`src/pkg/flash_map_consts.svh`:
```
// Purpose: offsets, field positions, reset values and map bounds of the flash map controls
// Assumes: 16-bit processor addresses, 8-bit register data
// Notes:   definitions only
`ifndef FLASH_MAP_CONSTS_SVH
`define FLASH_MAP_CONSTS_SVH

// ============================================================
// register offsets
`define ADDR_PENDING     16'h0fd0
`define ADDR_COMMIT      16'h0fd1
`define ADDR_VIEW        16'h0fd1

// ============================================================
// key, protect codes, reset values
`define COMMIT_KEY       8'hd5
`define PROT_DISABLE     3'h2
`define PROT_ENABLE      3'h5
`define PENDING_RESET    8'h40
`define VIEW_RESET       8'h00

// ============================================================
// field positions
`define POS_PROT_HI      7
`define POS_PROT_LO      5
`define POS_BOOT         4
`define POS_WIN_HI       3
`define POS_WIN_LO       2
`define POS_ROM_HI       1
`define POS_ROM_LO       0
`define POS_VIEW_PEN     5

// ============================================================
// address map
`define FLASH_BYTES      32'd61440
`define FLASH_BASE       16'h1000
`define BOOT_TOP         16'h17ff
`define WIN_BASE_STD     16'h8000
`define WIN_BASE_HIGH    16'h9000
`define WIN_SHIFT        16'h8000

`endif

```
`src/pkg/flash_map_pkg.sv`:
```
// Purpose: types shared by the flash map controls
// Assumes: nothing beyond the consts header
// Notes:   window codes follow the declaration order
package flash_map_pkg;

  // ============================================================
  // window select
  typedef enum logic [1:0] {
    WIN_STD,
    WIN_DATA_LOW,
    WIN_CODE_HIGH,
    WIN_CODE_LOW
  } window_sel_t;

  // ============================================================
  // control byte layout
  typedef struct packed {
    logic [2:0]  prot;
    logic        boot;
    window_sel_t win;
    logic [1:0]  rom;
  } flash_ctrl_t;

endpackage

```
`src/pkg/flash_map_if.sv`:
```
// Purpose: carries committed window settings to the mapper and its answer back
// Assumes: mapper is purely combinational
// Notes:   one modport per side
`timescale 1ns/1ps
`default_nettype none

interface flash_map_if;
  import flash_map_pkg::*;

  // ============================================================
  // signals
  window_sel_t window_sel;
  logic        boot_show;
  logic [15:0] req_addr;
  logic [15:0] flash_off;
  logic        flash_hit;
  logic        boot_hit;
  logic        code_space;

  modport ctrl (
    output window_sel, boot_show, req_addr,
    input  flash_off, flash_hit, boot_hit, code_space
  );

  modport mapper (
    input  window_sel, boot_show, req_addr,
    output flash_off, flash_hit, boot_hit, code_space
  );
endinterface

`default_nettype wire

```
`src/design/bit_sync.sv`:
```
// Purpose: two-flop synchroniser for one level from outside the clock domain
// Assumes: input changes slowly against the clock
// Notes:   first flop is read by the second only
`timescale 1ns/1ps
`default_nettype none

module bit_sync (
  input  wire logic i_sys_clk,
  input  wire logic i_rst_n,
  input  wire logic i_async,
  output var  logic o_sync
);

  // ============================================================
  // two stages
  logic meta_q;

  always_ff @(posedge i_sys_clk or negedge i_rst_n) begin
    if (!i_rst_n) begin
      meta_q <= 1'b0;
      o_sync <= 1'b0;
    end else begin
      meta_q <= i_async;
      o_sync <= meta_q;
    end
  end

endmodule

`default_nettype wire

```
`src/design/flash_window_map.sv`:
```
// Purpose: translates a data-space address through the committed flash window
// Assumes: settings come from committed state and the synced mode pins
// Notes:   combinational; caller registers the answer
`timescale 1ns/1ps
`default_nettype none
`include "flash_map_consts.svh"

module flash_window_map (
  flash_map_if.mapper mif
);
  import flash_map_pkg::*;

  // ============================================================
  // window decode
  logic        above_std;
  logic        above_high;
  logic        win_hit;
  logic        shifted;
  logic [15:0] src_addr;
  logic        in_flash;

  assign above_std  = mif.req_addr >= `WIN_BASE_STD;
  assign above_high = mif.req_addr >= `WIN_BASE_HIGH;

  // low windows open at the higher base so source stays inside 1000..7fff
  assign shifted = (mif.window_sel == WIN_DATA_LOW) || (mif.window_sel == WIN_CODE_LOW);
  assign win_hit = shifted ? above_high : above_std;
  assign src_addr = (win_hit && shifted) ? (mif.req_addr - `WIN_SHIFT) : mif.req_addr;
  assign mif.code_space = win_hit &&
                          ((mif.window_sel == WIN_CODE_HIGH) || (mif.window_sel == WIN_CODE_LOW));

  // ============================================================
  // boot overlay and flash range
  assign mif.boot_hit  = mif.boot_show && (src_addr >= `FLASH_BASE) && (src_addr <= `BOOT_TOP);
  assign in_flash      = src_addr >= `FLASH_BASE;
  assign mif.flash_hit = in_flash && !mif.boot_hit;
  // offset spans the whole array: 0000..efff
  assign mif.flash_off = in_flash ? (src_addr - `FLASH_BASE) : 16'h0000;

endmodule

`default_nettype wire

```
`src/design/flash_map_control_regs.sv`:
```
// Purpose: shadowed flash control byte, key commit and committed-state monitor
// Assumes: register port from processor logic on the same clock; mode pins asynchronous
// Notes:   all outputs registered; answers reflect committed state, except reads of the pending register
//
// Operation
// - protect code 010 disables commands and toggle, 101 enables, others reserved
// - boot bit hides/shows boot ROM; serial mode always shows, monitor reads 1
// - window 00 standard data mapping; 01 maps data 1000-7fff at 9000-ffff
// - window 10 maps code 8000-ffff; 11 maps code 1000-7fff at 9000-ffff
// - writes land in pending register; key 0xd5 copies it to effective register
// - commit register write-only; key 0xd5 applies pending settings, others reserved
// - monitor returns effective settings, not pending ones
// - monitor: boot bit 4, window bits 3:2, rom select bits 1:0
// - monitor bit 5 is 1 only while committed protect code is 101
// - monitor bits 7 and 6 always read 0
// - committing key with protect 101 puts flash array in active state
// - controls govern processor and serial modes; parallel mode bypasses them, except rom select and flash array activity, which still follow each commit
// - managed flash array holds 61440 bytes
// - after reset protect field holds 010, commands disabled
// - disabled protection rejects new commands, leaves running sequence alone
//
// Implementation choice: the plain strobed port.
`timescale 1ns/1ps
`default_nettype none
`include "flash_map_consts.svh"

module flash_map_control_regs (
  input  wire logic                       i_sys_clk,
  input  wire logic                       i_rst_n,
  input  wire logic [15:0]                i_addr,
  input  wire logic [7:0]                 i_wdata,
  input  wire logic                       i_wr,
  input  wire logic                       i_rd,
  output var  logic [7:0]                 o_rdata,
  input  wire logic                       i_serial_mode,
  input  wire logic                       i_parallel_mode,
  input  wire logic                       i_cmd_req,
  input  wire logic                       i_cmd_busy,
  output var  logic                       o_cmd_accept,
  output var  logic                       o_cmd_reject,
  output var  logic                       o_seq_continue,
  output var  logic                       o_cmd_enable,
  output var  logic                       o_boot_rom_show,
  output var  flash_map_pkg::window_sel_t o_window_select,
  output var  logic [1:0]                 o_rom_select,
  output var  logic                       o_flash_active,
  output var  logic                       o_regs_govern,
  input  wire logic [15:0]                i_access_addr,
  output var  logic                       o_map_flash,
  output var  logic                       o_map_boot,
  output var  logic                       o_map_code,
  output var  logic [15:0]                o_map_offset
);
  import flash_map_pkg::*;

  // ============================================================
  // mode pins
  logic serial_s;
  logic parallel_s;

  bit_sync u_sync_serial (
    .i_sys_clk (i_sys_clk),
    .i_rst_n   (i_rst_n),
    .i_async   (i_serial_mode),
    .o_sync    (serial_s)
  );

  bit_sync u_sync_parallel (
    .i_sys_clk (i_sys_clk),
    .i_rst_n   (i_rst_n),
    .i_async   (i_parallel_mode),
    .o_sync    (parallel_s)
  );

  // ============================================================
  // register decode
  logic        sel_pending;
  logic        sel_commit;
  logic        wr_pending;
  logic        wr_commit;
  logic        key_ok;
  logic        commit;
  logic        rd_pending;
  logic        rd_view;

  assign sel_pending = i_addr == `ADDR_PENDING;
  assign sel_commit  = i_addr == `ADDR_COMMIT;
  assign wr_pending  = i_wr && sel_pending;
  assign wr_commit   = i_wr && sel_commit;
  assign key_ok      = i_wdata == `COMMIT_KEY;
  assign commit      = wr_commit && key_ok;
  assign rd_pending  = i_rd && sel_pending;
  // same offset as commit: reads see the monitor, writes the key
  assign rd_view     = i_rd && (i_addr == `ADDR_VIEW);

  // ============================================================
  // pending and effective registers
  flash_ctrl_t pending_q;
  flash_ctrl_t pending_d;
  flash_ctrl_t effective_q;
  flash_ctrl_t effective_d;

  // reserved protect codes are stored as written; only decode treats them
  assign pending_d   = wr_pending ? flash_ctrl_t'(i_wdata) : pending_q;
  // a commit in the same cycle as a pending write copies the old pending value
  assign effective_d = commit ? pending_q : effective_q;

  always_ff @(posedge i_sys_clk or negedge i_rst_n) begin
    if (!i_rst_n) begin
      pending_q   <= flash_ctrl_t'(`PENDING_RESET);
      effective_q <= flash_ctrl_t'(`PENDING_RESET);
    end else begin
      pending_q   <= pending_d;
      effective_q <= effective_d;
    end
  end

  // ============================================================
  // committed state decode
  logic govern;
  logic prot_en;
  logic boot_eff;

  assign govern   = !parallel_s;
  // only 101 enables; 010 and every reserved code keep commands off
  assign prot_en  = effective_q.prot == `PROT_ENABLE;
  assign boot_eff = serial_s || effective_q.boot;

  // ============================================================
  // monitor and read data
  logic [7:0] view_byte;
  logic [7:0] rdata_d;

  assign view_byte[7:6]                      = 2'b00;
  assign view_byte[`POS_VIEW_PEN]            = prot_en;
  assign view_byte[`POS_BOOT]                = boot_eff;
  assign view_byte[`POS_WIN_HI:`POS_WIN_LO]  = effective_q.win;
  assign view_byte[`POS_ROM_HI:`POS_ROM_LO]  = effective_q.rom;

  // unmapped reads and idle cycles answer zero
  assign rdata_d = rd_pending ? pending_q :
                   rd_view    ? view_byte : `VIEW_RESET;

  always_ff @(posedge i_sys_clk or negedge i_rst_n) begin
    if (!i_rst_n) begin
      o_rdata <= `VIEW_RESET;
    end else begin
      o_rdata <= rdata_d;
    end
  end

  // ============================================================
  // flash array activity
  logic active_d;

  // follows each commit; array idles again once a disabling code is committed
  assign active_d = commit ? (pending_q.prot == `PROT_ENABLE) : o_flash_active;

  // ============================================================
  // command gating
  logic accept_d;
  logic reject_d;

  assign accept_d = i_cmd_req && govern && prot_en;
  assign reject_d = i_cmd_req && govern && !prot_en;

  always_ff @(posedge i_sys_clk or negedge i_rst_n) begin
    if (!i_rst_n) begin
      o_flash_active <= 1'b0;
      o_cmd_accept   <= 1'b0;
      o_cmd_reject   <= 1'b0;
      o_seq_continue <= 1'b0;
    end else begin
      o_flash_active <= active_d;
      o_cmd_accept   <= accept_d;
      o_cmd_reject   <= reject_d;
      // a running sequence never sees protection; it is not aborted
      o_seq_continue <= i_cmd_busy;
    end
  end

  // ============================================================
  // committed settings out
  always_ff @(posedge i_sys_clk or negedge i_rst_n) begin
    if (!i_rst_n) begin
      o_cmd_enable    <= 1'b0;
      o_boot_rom_show <= 1'b0;
      o_window_select <= WIN_STD;
      o_rom_select    <= 2'b00;
      o_regs_govern   <= 1'b1;
    end else begin
      o_cmd_enable    <= govern && prot_en;
      o_boot_rom_show <= govern && boot_eff;
      o_window_select <= govern ? effective_q.win : WIN_STD;
      o_rom_select    <= effective_q.rom;
      o_regs_govern   <= govern;
    end
  end

  // ============================================================
  // window translation
  flash_map_if mif ();

  // parallel mode sees plain standard mapping, no overlay
  assign mif.window_sel = govern ? effective_q.win : WIN_STD;
  assign mif.boot_show  = govern && boot_eff;
  assign mif.req_addr   = i_access_addr;

  flash_window_map u_map (
    .mif (mif.mapper)
  );

  always_ff @(posedge i_sys_clk or negedge i_rst_n) begin
    if (!i_rst_n) begin
      o_map_flash  <= 1'b0;
      o_map_boot   <= 1'b0;
      o_map_code   <= 1'b0;
      o_map_offset <= 16'h0000;
    end else begin
      o_map_flash  <= mif.flash_hit;
      o_map_boot   <= mif.boot_hit;
      o_map_code   <= mif.code_space;
      o_map_offset <= mif.flash_off;
    end
  end

endmodule

`default_nettype wire

```
`config.mk`:
```
export PLATFORM = sky130hd
export DESIGN_NAME = flash_map_control_regs
export DESIGN_NICKNAME = d
export VERILOG_FILES = /design/src/pkg/flash_map_pkg.sv /design/src/pkg/flash_map_if.sv /design/src/design/bit_sync.sv /design/src/design/flash_window_map.sv /design/src/design/flash_map_control_regs.sv
export VERILOG_INCLUDE_DIRS = /design/src /design/src/pkg
export SDC_FILE = /design/constraint.sdc
export NUM_CORES = 1
export LEC_CHECK = 0
export ABC_AREA = 1
export BUFFER_PORTS_ARGS = -buffer_cell sky130_fd_sc_hd__buf_4
export CELL_PAD_IN_SITES_DETAIL_PLACEMENT = 1
export CELL_PAD_IN_SITES_GLOBAL_PLACEMENT = 2
export CORE_UTILIZATION = 26
export DETAILED_ROUTE_END_ITERATION = 8
export GPL_ROUTABILITY_DRIVEN = 0
export PLACE_DENSITY = 0.82
export SLEW_MARGIN = 20
export SYNTH_ARGS = -nofsm -noshare
export SYNTH_HDL_FRONTEND = slang
export SYNTH_SLANG_ARGS = --single-unit
```
`constraint.sdc`:
```
create_clock -name i_sys_clk -period 1.2 [get_ports i_sys_clk]
set_clock_uncertainty 0.1 [all_clocks]
set_input_delay 0.3 -clock i_sys_clk [delete_from_list [all_inputs] [get_ports i_sys_clk]]
set_output_delay 0.3 -clock i_sys_clk [all_outputs]
set_load 0.01 [all_outputs]
```
==> metrics.txt, run 1 <==
post-DR vias/cell 4.35; Critical Path Start u_sync_parallel.o_sync; hpwl dp 5.03 mm; R2R cell count 8; Final TNS setup -5980 ps; slew at the pin with the worst max-slew slack 228 ps; FILL cells 961; clk root buf clkbuf_8; placed insts 476; row count 34; Starting DRT DRC Count 47; die width 97.2 um; synth unique cells 27; post-route ant nets 0; PD cells 1140 nW/um2; status finished with violations; ANT cells 0; YS warnings 0; Synth area leader dfrtp_1; highest clock rate 679 MHz; Pre-antenna DRT Iters 4; Critical Path AT 1640 ps; fin crit period 1470 ps; post-DR wirelength/cell 14.5 um; failing checks negative setup slack; height of the die 97.2 um; hold_ws 83.1 ps; slack of the critical path -272 ps; dominant cells by area after synthesis dfrtp_1, nand2_1, nor2_1, inv_1, o21ai_0; worst path required time 1370 ps; CP endpoint o_map_offset[6]; Synth Net Count 294; Hold Path Class input port to flop; CP Max Fanout 11; number of synthesized flops with an enable pin 0; clk buf depth 2; CP Launch Type flop; Post-Route WL 7.37 mm; RR Startpoint u_sync_parallel.o_sync; area of the multi-input gates 911 um2; asr flop ratio synth 1.00; Die ar. 9440 um2; GRT Util Overall 0.159; Initial Util 0.269; Seq/Total Area, Yosys 0.618; sequential cell area 1460 um2; RSZ-0062 raised after global routing true; Yosys top cell area share 0.584; register bit total from synthesis 58; CTS Buf Count 9; synthesized area 2350 um2; LEAKAGE 2.19 nW; Port Buffer Count 85; Main synth FF type dfrtp_1; H-tree levels 3; Final setup viols 58; Worst-path clk slew 70 ps; routed wl met2 4.26 mm; met3 WL 211 um; metal1 wirelength 2.78 mm; Clk Latency, worst-skew pair 340 ps; CP Class flop to flop; count leader, synth dfrtp_1; Core Area 8760 um2; Final Net Count 449; Congestion Overflow GR 0; final std cells w/o fill 510; fin crit share 1.23; io pins 86; average cell area after synthesis 9.69 um2; R2R Setup Slk -270 ps; critical register-to-register path endpoint o_map_offset[6]; via count of the first global-routing pass 2445; antenna violations before repair 0; layout cell share with drive strength beyond 1 0.550; first-pass GRT wire length 11.7 mm; maximum vdd drop 0.000484 V; CTS tree yes; Max Slew Vio Count 0; largest net degree at the start of global routing 31; Area growth syn-to-layout 82.3%; total number of vias 2221; Hold Vio Cnt, Final 0; Synth top cells by count dfrtp_1, nand2_1, nor2_1, inv_1, o21ai_0; Highest Signal Layer met4; clk sinks 58; Max-slew headroom 0.848; Post-Syn Instances 243; DRC 0; crit path capture type flop; number of max-cap violations 0
placed cells by master, fill, tap and decap left out, drive strengths merged, types with 2 or more instances in the layout:
cell,n
a21oi,5
and3,2
buf,142
bufinv,3
clkbuf,13
dfrtp,55
dfstp,3
dlygate4sd3,4
ha,3
inv,40
nand2,43
nand3,8
nand4,4
nor2,42
nor3,7
o21ai,23
worst min-delay path by stage:
stage | startpoint | to | depth (start not counted)
floorplan | i_rst_n | effective_q[0] | 0
global placement | i_rst_n | o_map_boot | 1
detailed placement | i_rst_n | o_map_boot | 1
CTS | i_access_addr[12] | o_map_offset[12] | 2
global route | i_access_addr[12] | o_map_offset[12] | 2
finish | i_access_addr[12] | o_map_offset[12] | 2
where the power goes:
group	total, W	internal, W	switching, W	leakage, nW
combinational	0.000597	0.000341	0.000256	1.36
sequential	0.00204	0.00201	0.0000274	0.711
clock	0.00227	0.00149	0.000786	0.126
total	0.00490	0.00383	0.00107	2.19
metal layers:
metal | track usage | vias up
met5 | 0 | -
met2 | 0.302 | 40
met3 | 0.0374 | 10
met4 | 0.0608 | 0
met1 | 0.169 | 1108
li1 | - | 1063
sequential cells by signal, indices dropped and copies added (netlist names):
signal                  cells
o_map_offset               16
effective_q                 8
o_rdata                     8
pending_q                   8
o_rom_select                2
o_window_select             2
o_boot_rom_show             1
o_cmd_accept                1
o_cmd_enable                1
o_cmd_reject                1
o_flash_active              1
o_map_boot                  1
o_map_code                  1
o_map_flash                 1
o_regs_govern               1
o_seq_continue              1
u_sync_parallel.meta_q      1
u_sync_parallel.o_sync      1
u_sync_serial.meta_q        1
u_sync_serial.o_sync        1
cell type report:
class	instances	share of cell area
clock buffers	11	0.0353
clock inverters	4	0.0230
inverters	40	0.0393
multi-input cells	141	0.212
flip-flops and latches	58	0.339
well taps	108	0.0315
repair buffers	148	0.320
metrics by stage:
stage	worst slack, ps	total power [W]	instance area, um2	utilization
2_1_floorplan	-179	0.00219	2440	-
3_3_place_gp	-488	0.00255	3550	0.405
3_5_place_dp	-565	0.00257	3550	0.405
4_1_cts	-190	0.00494	4110	0.469
5_1_grt	-339	0.00511	4290	0.490
6_report	-272	0.00490	4290	0.490
critical path, cell delays in order (launching register included):
cell	delay, ps
dfrtp_1	410
inv_2	90
nand2_4	70
a21oi_4	120
nand2_2	100
a21oi_4	190
nor2_4	70
buf_12	150
nor2_2	100
cell families (layout without fill, tap and decap cells):
family / count (synthesis) / count (layout) / share of synthesized area
AOI/OAI and AO/OA: 29 / 29 / 0.0802
xor gates and xnor gates: 1 / 1 / 0.00372
adders and majority gates: 3 / 3 / 0.0159
buffers and inverters: 44 / 203 / 0.0802
DFF: 58 / 58 / 0.618
and+or+nand+nor: 108 / 108 / 0.202
what timing repair did:
item                       CTS  global route
hold endpoints to repair    58             0
hold buffers                 4             0
setup buffers               10             5
gates cloned                 0             2
pin swaps                    7            10
resized for setup           50            32
setup endpoints to repair   61            78
No activity file was read; power rests on OpenSTA's default activity.
==> inputs of run 2 (changes only) <==
Settings changed: ABC_CLOCK_PERIOD_IN_PS from default to 1400, CORE_UTILIZATION 26 to 28, PLACE_DENSITY 0.82 to 0.84, SYNTH_HIERARCHICAL from default to 1.
Clock period 1.2 ns to 1.4 ns, I/O delays scaled along.
==> run 2 against run 1 <==
  * The run still ends with negative setup slack left
  * Synthesized cell count up 15%
  * Setup slack better by 270 ps
  * Final cell count up 1.4%
  * Largest cell class unchanged
  * Die area down 0.71%
  * Sequential cell count unchanged
  * Register-to-register slack better by 270 ps
  * Global-route usage down 1.1 points
  * Fmax up 4.6%
==> metrics.txt, run 2 <==
die width 96.8 um; via count of the first global-routing pass 2342; Port Buffer Count 85; Post-Synth Simple-Gate Area 0.286; Synth Net Count 330; Synth area leader dfrtp_1; LEAKAGE 2.00 nW; crit path capture type flop; Hold Vio Cnt, Final 0; YS warnings 6; Internal 0.00263 W; fin crit share 1.00; io pins 86; Main synth FF type dfrtp_1; RSZ-0062 raised after global routing true; clk buf depth 2; post-DR wirelength/cell 12.1 um; Synth Area in XOR/XNOR 0; adder-cell area share of the yosys netlist 0.00994; CP Launch Type flop; switching share of total power 0.243; height of the die 96.8 um; first-pass GRT wire length 10.8 mm; Biggest register o_map_offset; GRT Util Overall 0.148; clk sinks 58; slew at the pin with the worst max-slew slack 308 ps; mux cell area share after synthesis 0; final std cells w/o fill 517; DRC 0; ANT cells 0; dominant cells by area after synthesis dfrtp_1, nand2_1, nor2_1, inv_1, nand3_1; status finished with violations; CTS Buf Count 9; Final Net Count 454; Critical Path AT 1570 ps; Core Area 8720 um2; slack of the critical path -6.73 ps; Worst-path clk slew 60 ps; highest clock rate 711 MHz; Gate power share 0.122; CP endpoint o_map_offset[14]; RR Startpoint u_sync_parallel/o_sync; Clk Latency, worst-skew pair 330 ps; CP Cell Sequence nor2_4, inv_2, a21oi_2, nand2_2, a21oi_4, nor2_4, buf_12, nor2_1; most frequent cells in the layout buf_4, nand2_1, dfrtp_1, inv_1, nor2_1; most frequent CP cell nor2_4; Final setup viols 1; synth unique cells 23; hold_ws 18.7 ps; Seq/Total Area, Yosys 0.578; max reg flops 16; H-tree levels 3; synthesized area 2520 um2; total number of vias 2167; Pre-antenna DRT Iters 4; worst path required time 1560 ps; Yosys top cell area share 0.547; Starting DRT DRC Count 63; Congestion Overflow GR 0; Area growth syn-to-layout 50.7%; count leader, synth nand2_1; largest family of logic cells by synthesized area simple AND/OR/NAND/NOR gates; antenna violations before repair 0; layout cell share with drive strength beyond 1 0.465; post-DR vias/cell 4.19; Max Slew Vio Count 0; CTS tree yes; row count 34; most common cell after layout, fill and taps aside buf_4; asr flop ratio synth 1.00; number of synthesized flops with an enable pin 0; Worst path slowest cell dfrtp_2; Die ar. 9370 um2; Clock Power Share 0.377; Initial Util 0.289; number of max-cap violations 0; register bit total from synthesis 58; R2R Setup Slk -7 ps; Max-slew headroom 0.795; Post-Syn Instances 280; placed insts 499; maximum vdd drop 0.000432 V; failing checks negative setup slack; CP max stage delay 440 ps; Post-Route WL 6.28 mm; FILL cells 1051; CP Class flop to flop; Critical Path Start u_sync_parallel/o_sync; hpwl dp 4.92 mm; fin crit period 1410 ps; Flop pwr share 0.501; largest net degree at the start of global routing 59; clk root buf clkbuf_8; Synth Area in Compound Gates 0.0472; Synth top cells by count nand2_1, dfrtp_1, nor2_1, inv_1, nand3_1; PD cells 914 nW/um2; R2R cell count 8; average cell area after synthesis 8.99 um2; Hold Path Class input port to flop; CP Max Fanout 15; post-route ant nets 0; P_sw 0.000841 W; critical register-to-register path endpoint o_map_offset[14]
## run 2: how the worst min path moves through the flow
stage                                        end  cells after the start              startpoint
after global placement    u_sync_parallel/o_sync                      0  u_sync_parallel/meta_q
final                       u_sync_serial/meta_q                      1           i_serial_mode
after floorplan                   effective_q[0]                      0                 i_rst_n
after CTS                   u_sync_serial/meta_q                      1           i_serial_mode
after global routing        u_sync_serial/meta_q                      1           i_serial_mode
after detailed placement    u_sync_serial/o_sync                      0    u_sync_serial/meta_q
## run 2: kinds of logic (layout without fill, tap and decap cells)
family | Yosys count | after routing
simple gates | 156 | 156
flops | 58 | 58
buf+inv | 49 | 178
compound gates | 15 | 15
fa+ha+maj | 2 | 2
## run 2: stage by stage
step	power, W	TNS [ps]	cell area (um2)	util	setup slack, ps
final	0.00347	-6.73	3790	0.435	-6.73
after global routing	0.00363	-1560	3790	0.435	-107
after CTS	0.00353	-28.3	3770	0.432	-22.3
after detailed placement	0.00218	-6360	3570	0.409	-277
after global placement	0.00217	-5200	3570	0.409	-219
after floorplan	0.00190	-287	2580	-	-31.6
## run 2: final cells by class
cell class | instances | area [um2] | share of cell area
clock inverters | 3 | 15.0 | 0.00396
clock buffers | 13 | 149 | 0.0392
multi-input cells | 173 | 952 | 0.251
inverters | 47 | 193 | 0.0508
flip-flops and latches | 58 | 1460 | 0.384
repair buffers | 115 | 895 | 0.236
well taps | 108 | 135 | 0.0356
## run 2: critical path: cells and delay by family, from the launching register on
kind / cells / cell delay (ps)
AND/OR/NAND/NOR: 4 / 340
buffers and inverters: 2 / 190
AO/OA/AOI/OAI: 2 / 270
flip-flops: 1 / 440
## run 2: power by group through the flow
stage	combinational, W	clock [W]	sequential [W]
2_1_floorplan	0.000110	0	0.00179
6_report	0.000424	0.00131	0.00174
3_3_place_gp	0.000405	0	0.00177
3_5_place_dp	0.000417	0	0.00177
5_1_grt	0.000472	0.00142	0.00174
4_1_cts	0.000428	0.00136	0.00174
## run 2: per-layer routing
layer / track usage / wire length, um / up-vias
li1: - / - / 1090
met1: 0.177 / 2740 / 1018
met2: 0.248 / 3120 / 51
met3: 0.0390 / 282 / 8
met4: 0.0723 / 141 / 0
met5: 0 / 0 / -
## run 2: timing repair
item,4_1_cts,5_1_grt
setup buffers,2,1
endpoints found under the setup margin,18,19
hold endpoints to repair,55,0
hold buffers,1,0
pin swaps,2,0
resized for setup,9,10
==> inputs of run 3 (changes only) <==
Settings changed: RECOVER_POWER from default to 25.
==> run 3 against run 2 <==
  * Non-clock buffer count unchanged
  * Wire length about the same
  * Global-route usage is the same
  * Cell area shrank 0.23%
  * The run still ends with negative setup slack left
  * Critical path type unchanged
  * Clock-buffer cell count unchanged
  * Critical endpoint unchanged
  * Sequential power about the same
  * Highest routed layer unchanged
  * Sequential cell count unchanged
  * Fmax stayed put
==> metrics.txt, run 3 (synthesis gave the netlist of run 2 again) <==
Hold Path Class input port to flop; H-tree levels 3; clk root buf clkbuf_8; fin area 3790 um2; Clk Latency, worst-skew pair 330 ps; Max-slew headroom 0.653; status finished with violations; hpwl dp 4.92 mm; FILL cells 1052; dpl ws -277 ps; R2R Setup Slk -7 ps; critical register-to-register path endpoint o_map_offset[14]; most frequent cells in the layout buf_4, nand2_1, dfrtp_1, inv_1, nor2_1; post-DR wirelength/cell 12.1 um; placed inst area 3570 um2; ANT cells 0; first-pass GRT wire length 10.8 mm; min-delay src i_serial_mode; highest clock rate 711 MHz; Area growth syn-to-layout 50.4%; RSZ-0062 raised after global routing true; Final TNS setup -6.73 ps; clk buf depth 2; CP Class flop to flop; Die ar. 9370 um2; post-DR vias/cell 4.19; Final Net Count 454; R2R cell count 8; DRC 0; Port Buffer Count 85; Pre-antenna DRT Iters 4; fin crit period 1410 ps; worst hold path depth 1; max reg flops 16; layout cell share with drive strength beyond 1 0.465; Critical Path AT 1570 ps; Initial Util 0.289; Core Area 8720 um2; slack of the critical path -6.73 ps; Hold EP u_sync_serial/meta_q; height of the die 96.8 um; via count of the first global-routing pass 2342; total number of vias 2167; Final setup viols 1; number of max-cap violations 0; worst path required time 1560 ps; Starting DRT DRC Count 62; failing checks negative setup slack; CTS tree yes; RR Startpoint u_sync_parallel/o_sync; PD cells 915 nW/um2; Worst-path clk slew 60 ps; antenna violations before repair 0; CP Launch Type flop; GRT Util Overall 0.148; crit path capture type flop; most common cell after layout, fill and taps aside buf_4; Max Slew Vio Count 0; fin crit share 1.00; post-route ant nets 0; CP Max Fanout 15; slew at the pin with the worst max-slew slack 521 ps; Biggest register o_map_offset; io pins 86; largest net degree at the start of global routing 59; placed insts 499; final std cells w/o fill 517; CTS Buf Count 9; LEAKAGE 2.00 nW; clk sinks 58; row count 34; Post-Route WL 6.27 mm; die width 96.8 um; maximum vdd drop 0.000432 V; Hold Vio Cnt, Final 0; Congestion Overflow GR 0
==> run 3: per-stage QoR <==
stage / util / total power, W / hold WS, ps
final: 0.434 / 0.00346 / 40.9
after global routing: 0.434 / 0.00363 / 23.6
after CTS: 0.432 / 0.00353 / 0.536
after detailed placement: 0.409 / 0.00218 / 247
after global placement: 0.409 / 0.00217 / 236
after floorplan: - / 0.00190 / -45.6
==> run 3: power breakdown <==
group / total [W] / switching, W / leakage (nW) / internal (W)
Sequential: 0.00174 / 0.0000158 / 0.746 / 0.00172
Clock: 0.00131 / 0.000623 / 0.0872 / 0.000683
Combinational: 0.000420 / 0.000201 / 1.17 / 0.000219
==> run 3: what timing repair did <==
item | 4_1_cts | 5_1_grt
setup buffers | 2 | 1
endpoints found under the setup margin | 18 | 19
hold buffers | 1 | 0
endpoints found under the hold margin | 55 | 0
cloned | 0 | 0
pin swaps | 2 | 0
resized for setup | 9 | 10
==> run 3: final cells by class <==
cell class              instances  area [um2]  area share
clock inverters                 3        15.0     0.00397
well taps                     108         135      0.0357
flip-flops and latches         58        1460       0.385
inverters                      47         193      0.0509
clock buffers                  13         149      0.0393
repair buffers                115         886       0.234
multi-input cells             173         952       0.251
==> run 3: how the worst max path moves through the flow <==
stage,slack (ps),end,start,depth (start not counted)
finish,-7,o_map_offset[14],u_sync_parallel/o_sync,8
detailed placement,-280,o_map_offset[0],i_access_addr[12],10
global route,-110,o_map_boot,u_sync_parallel/o_sync,7
floorplan,-30,o_map_offset[14],i_access_addr[13],10
global placement,-220,o_map_flash,i_access_addr[13],9
CTS,-20,o_regs_govern,o_regs_govern,1
==> run 3: worst max-delay path: stages, from the launching register on <==
cell,delay [ps]
dfrtp_2,440
nor2_4,100
inv_2,40
a21oi_2,110
nand2_2,90
a21oi_4,160
nor2_4,60
buf_12,150
nor2_1,90
==> run 3: layer usage <==
metal	vias to the layer above	GRT usage	share of wire	wire length [um]
met5	-	0	0	0
met4	0	0.0723	0.022	141
met3	8	0.0390	0.045	282
li1	1090	-	-	-
met2	51	0.248	0.50	3120
met1	1018	0.177	0.44	2740
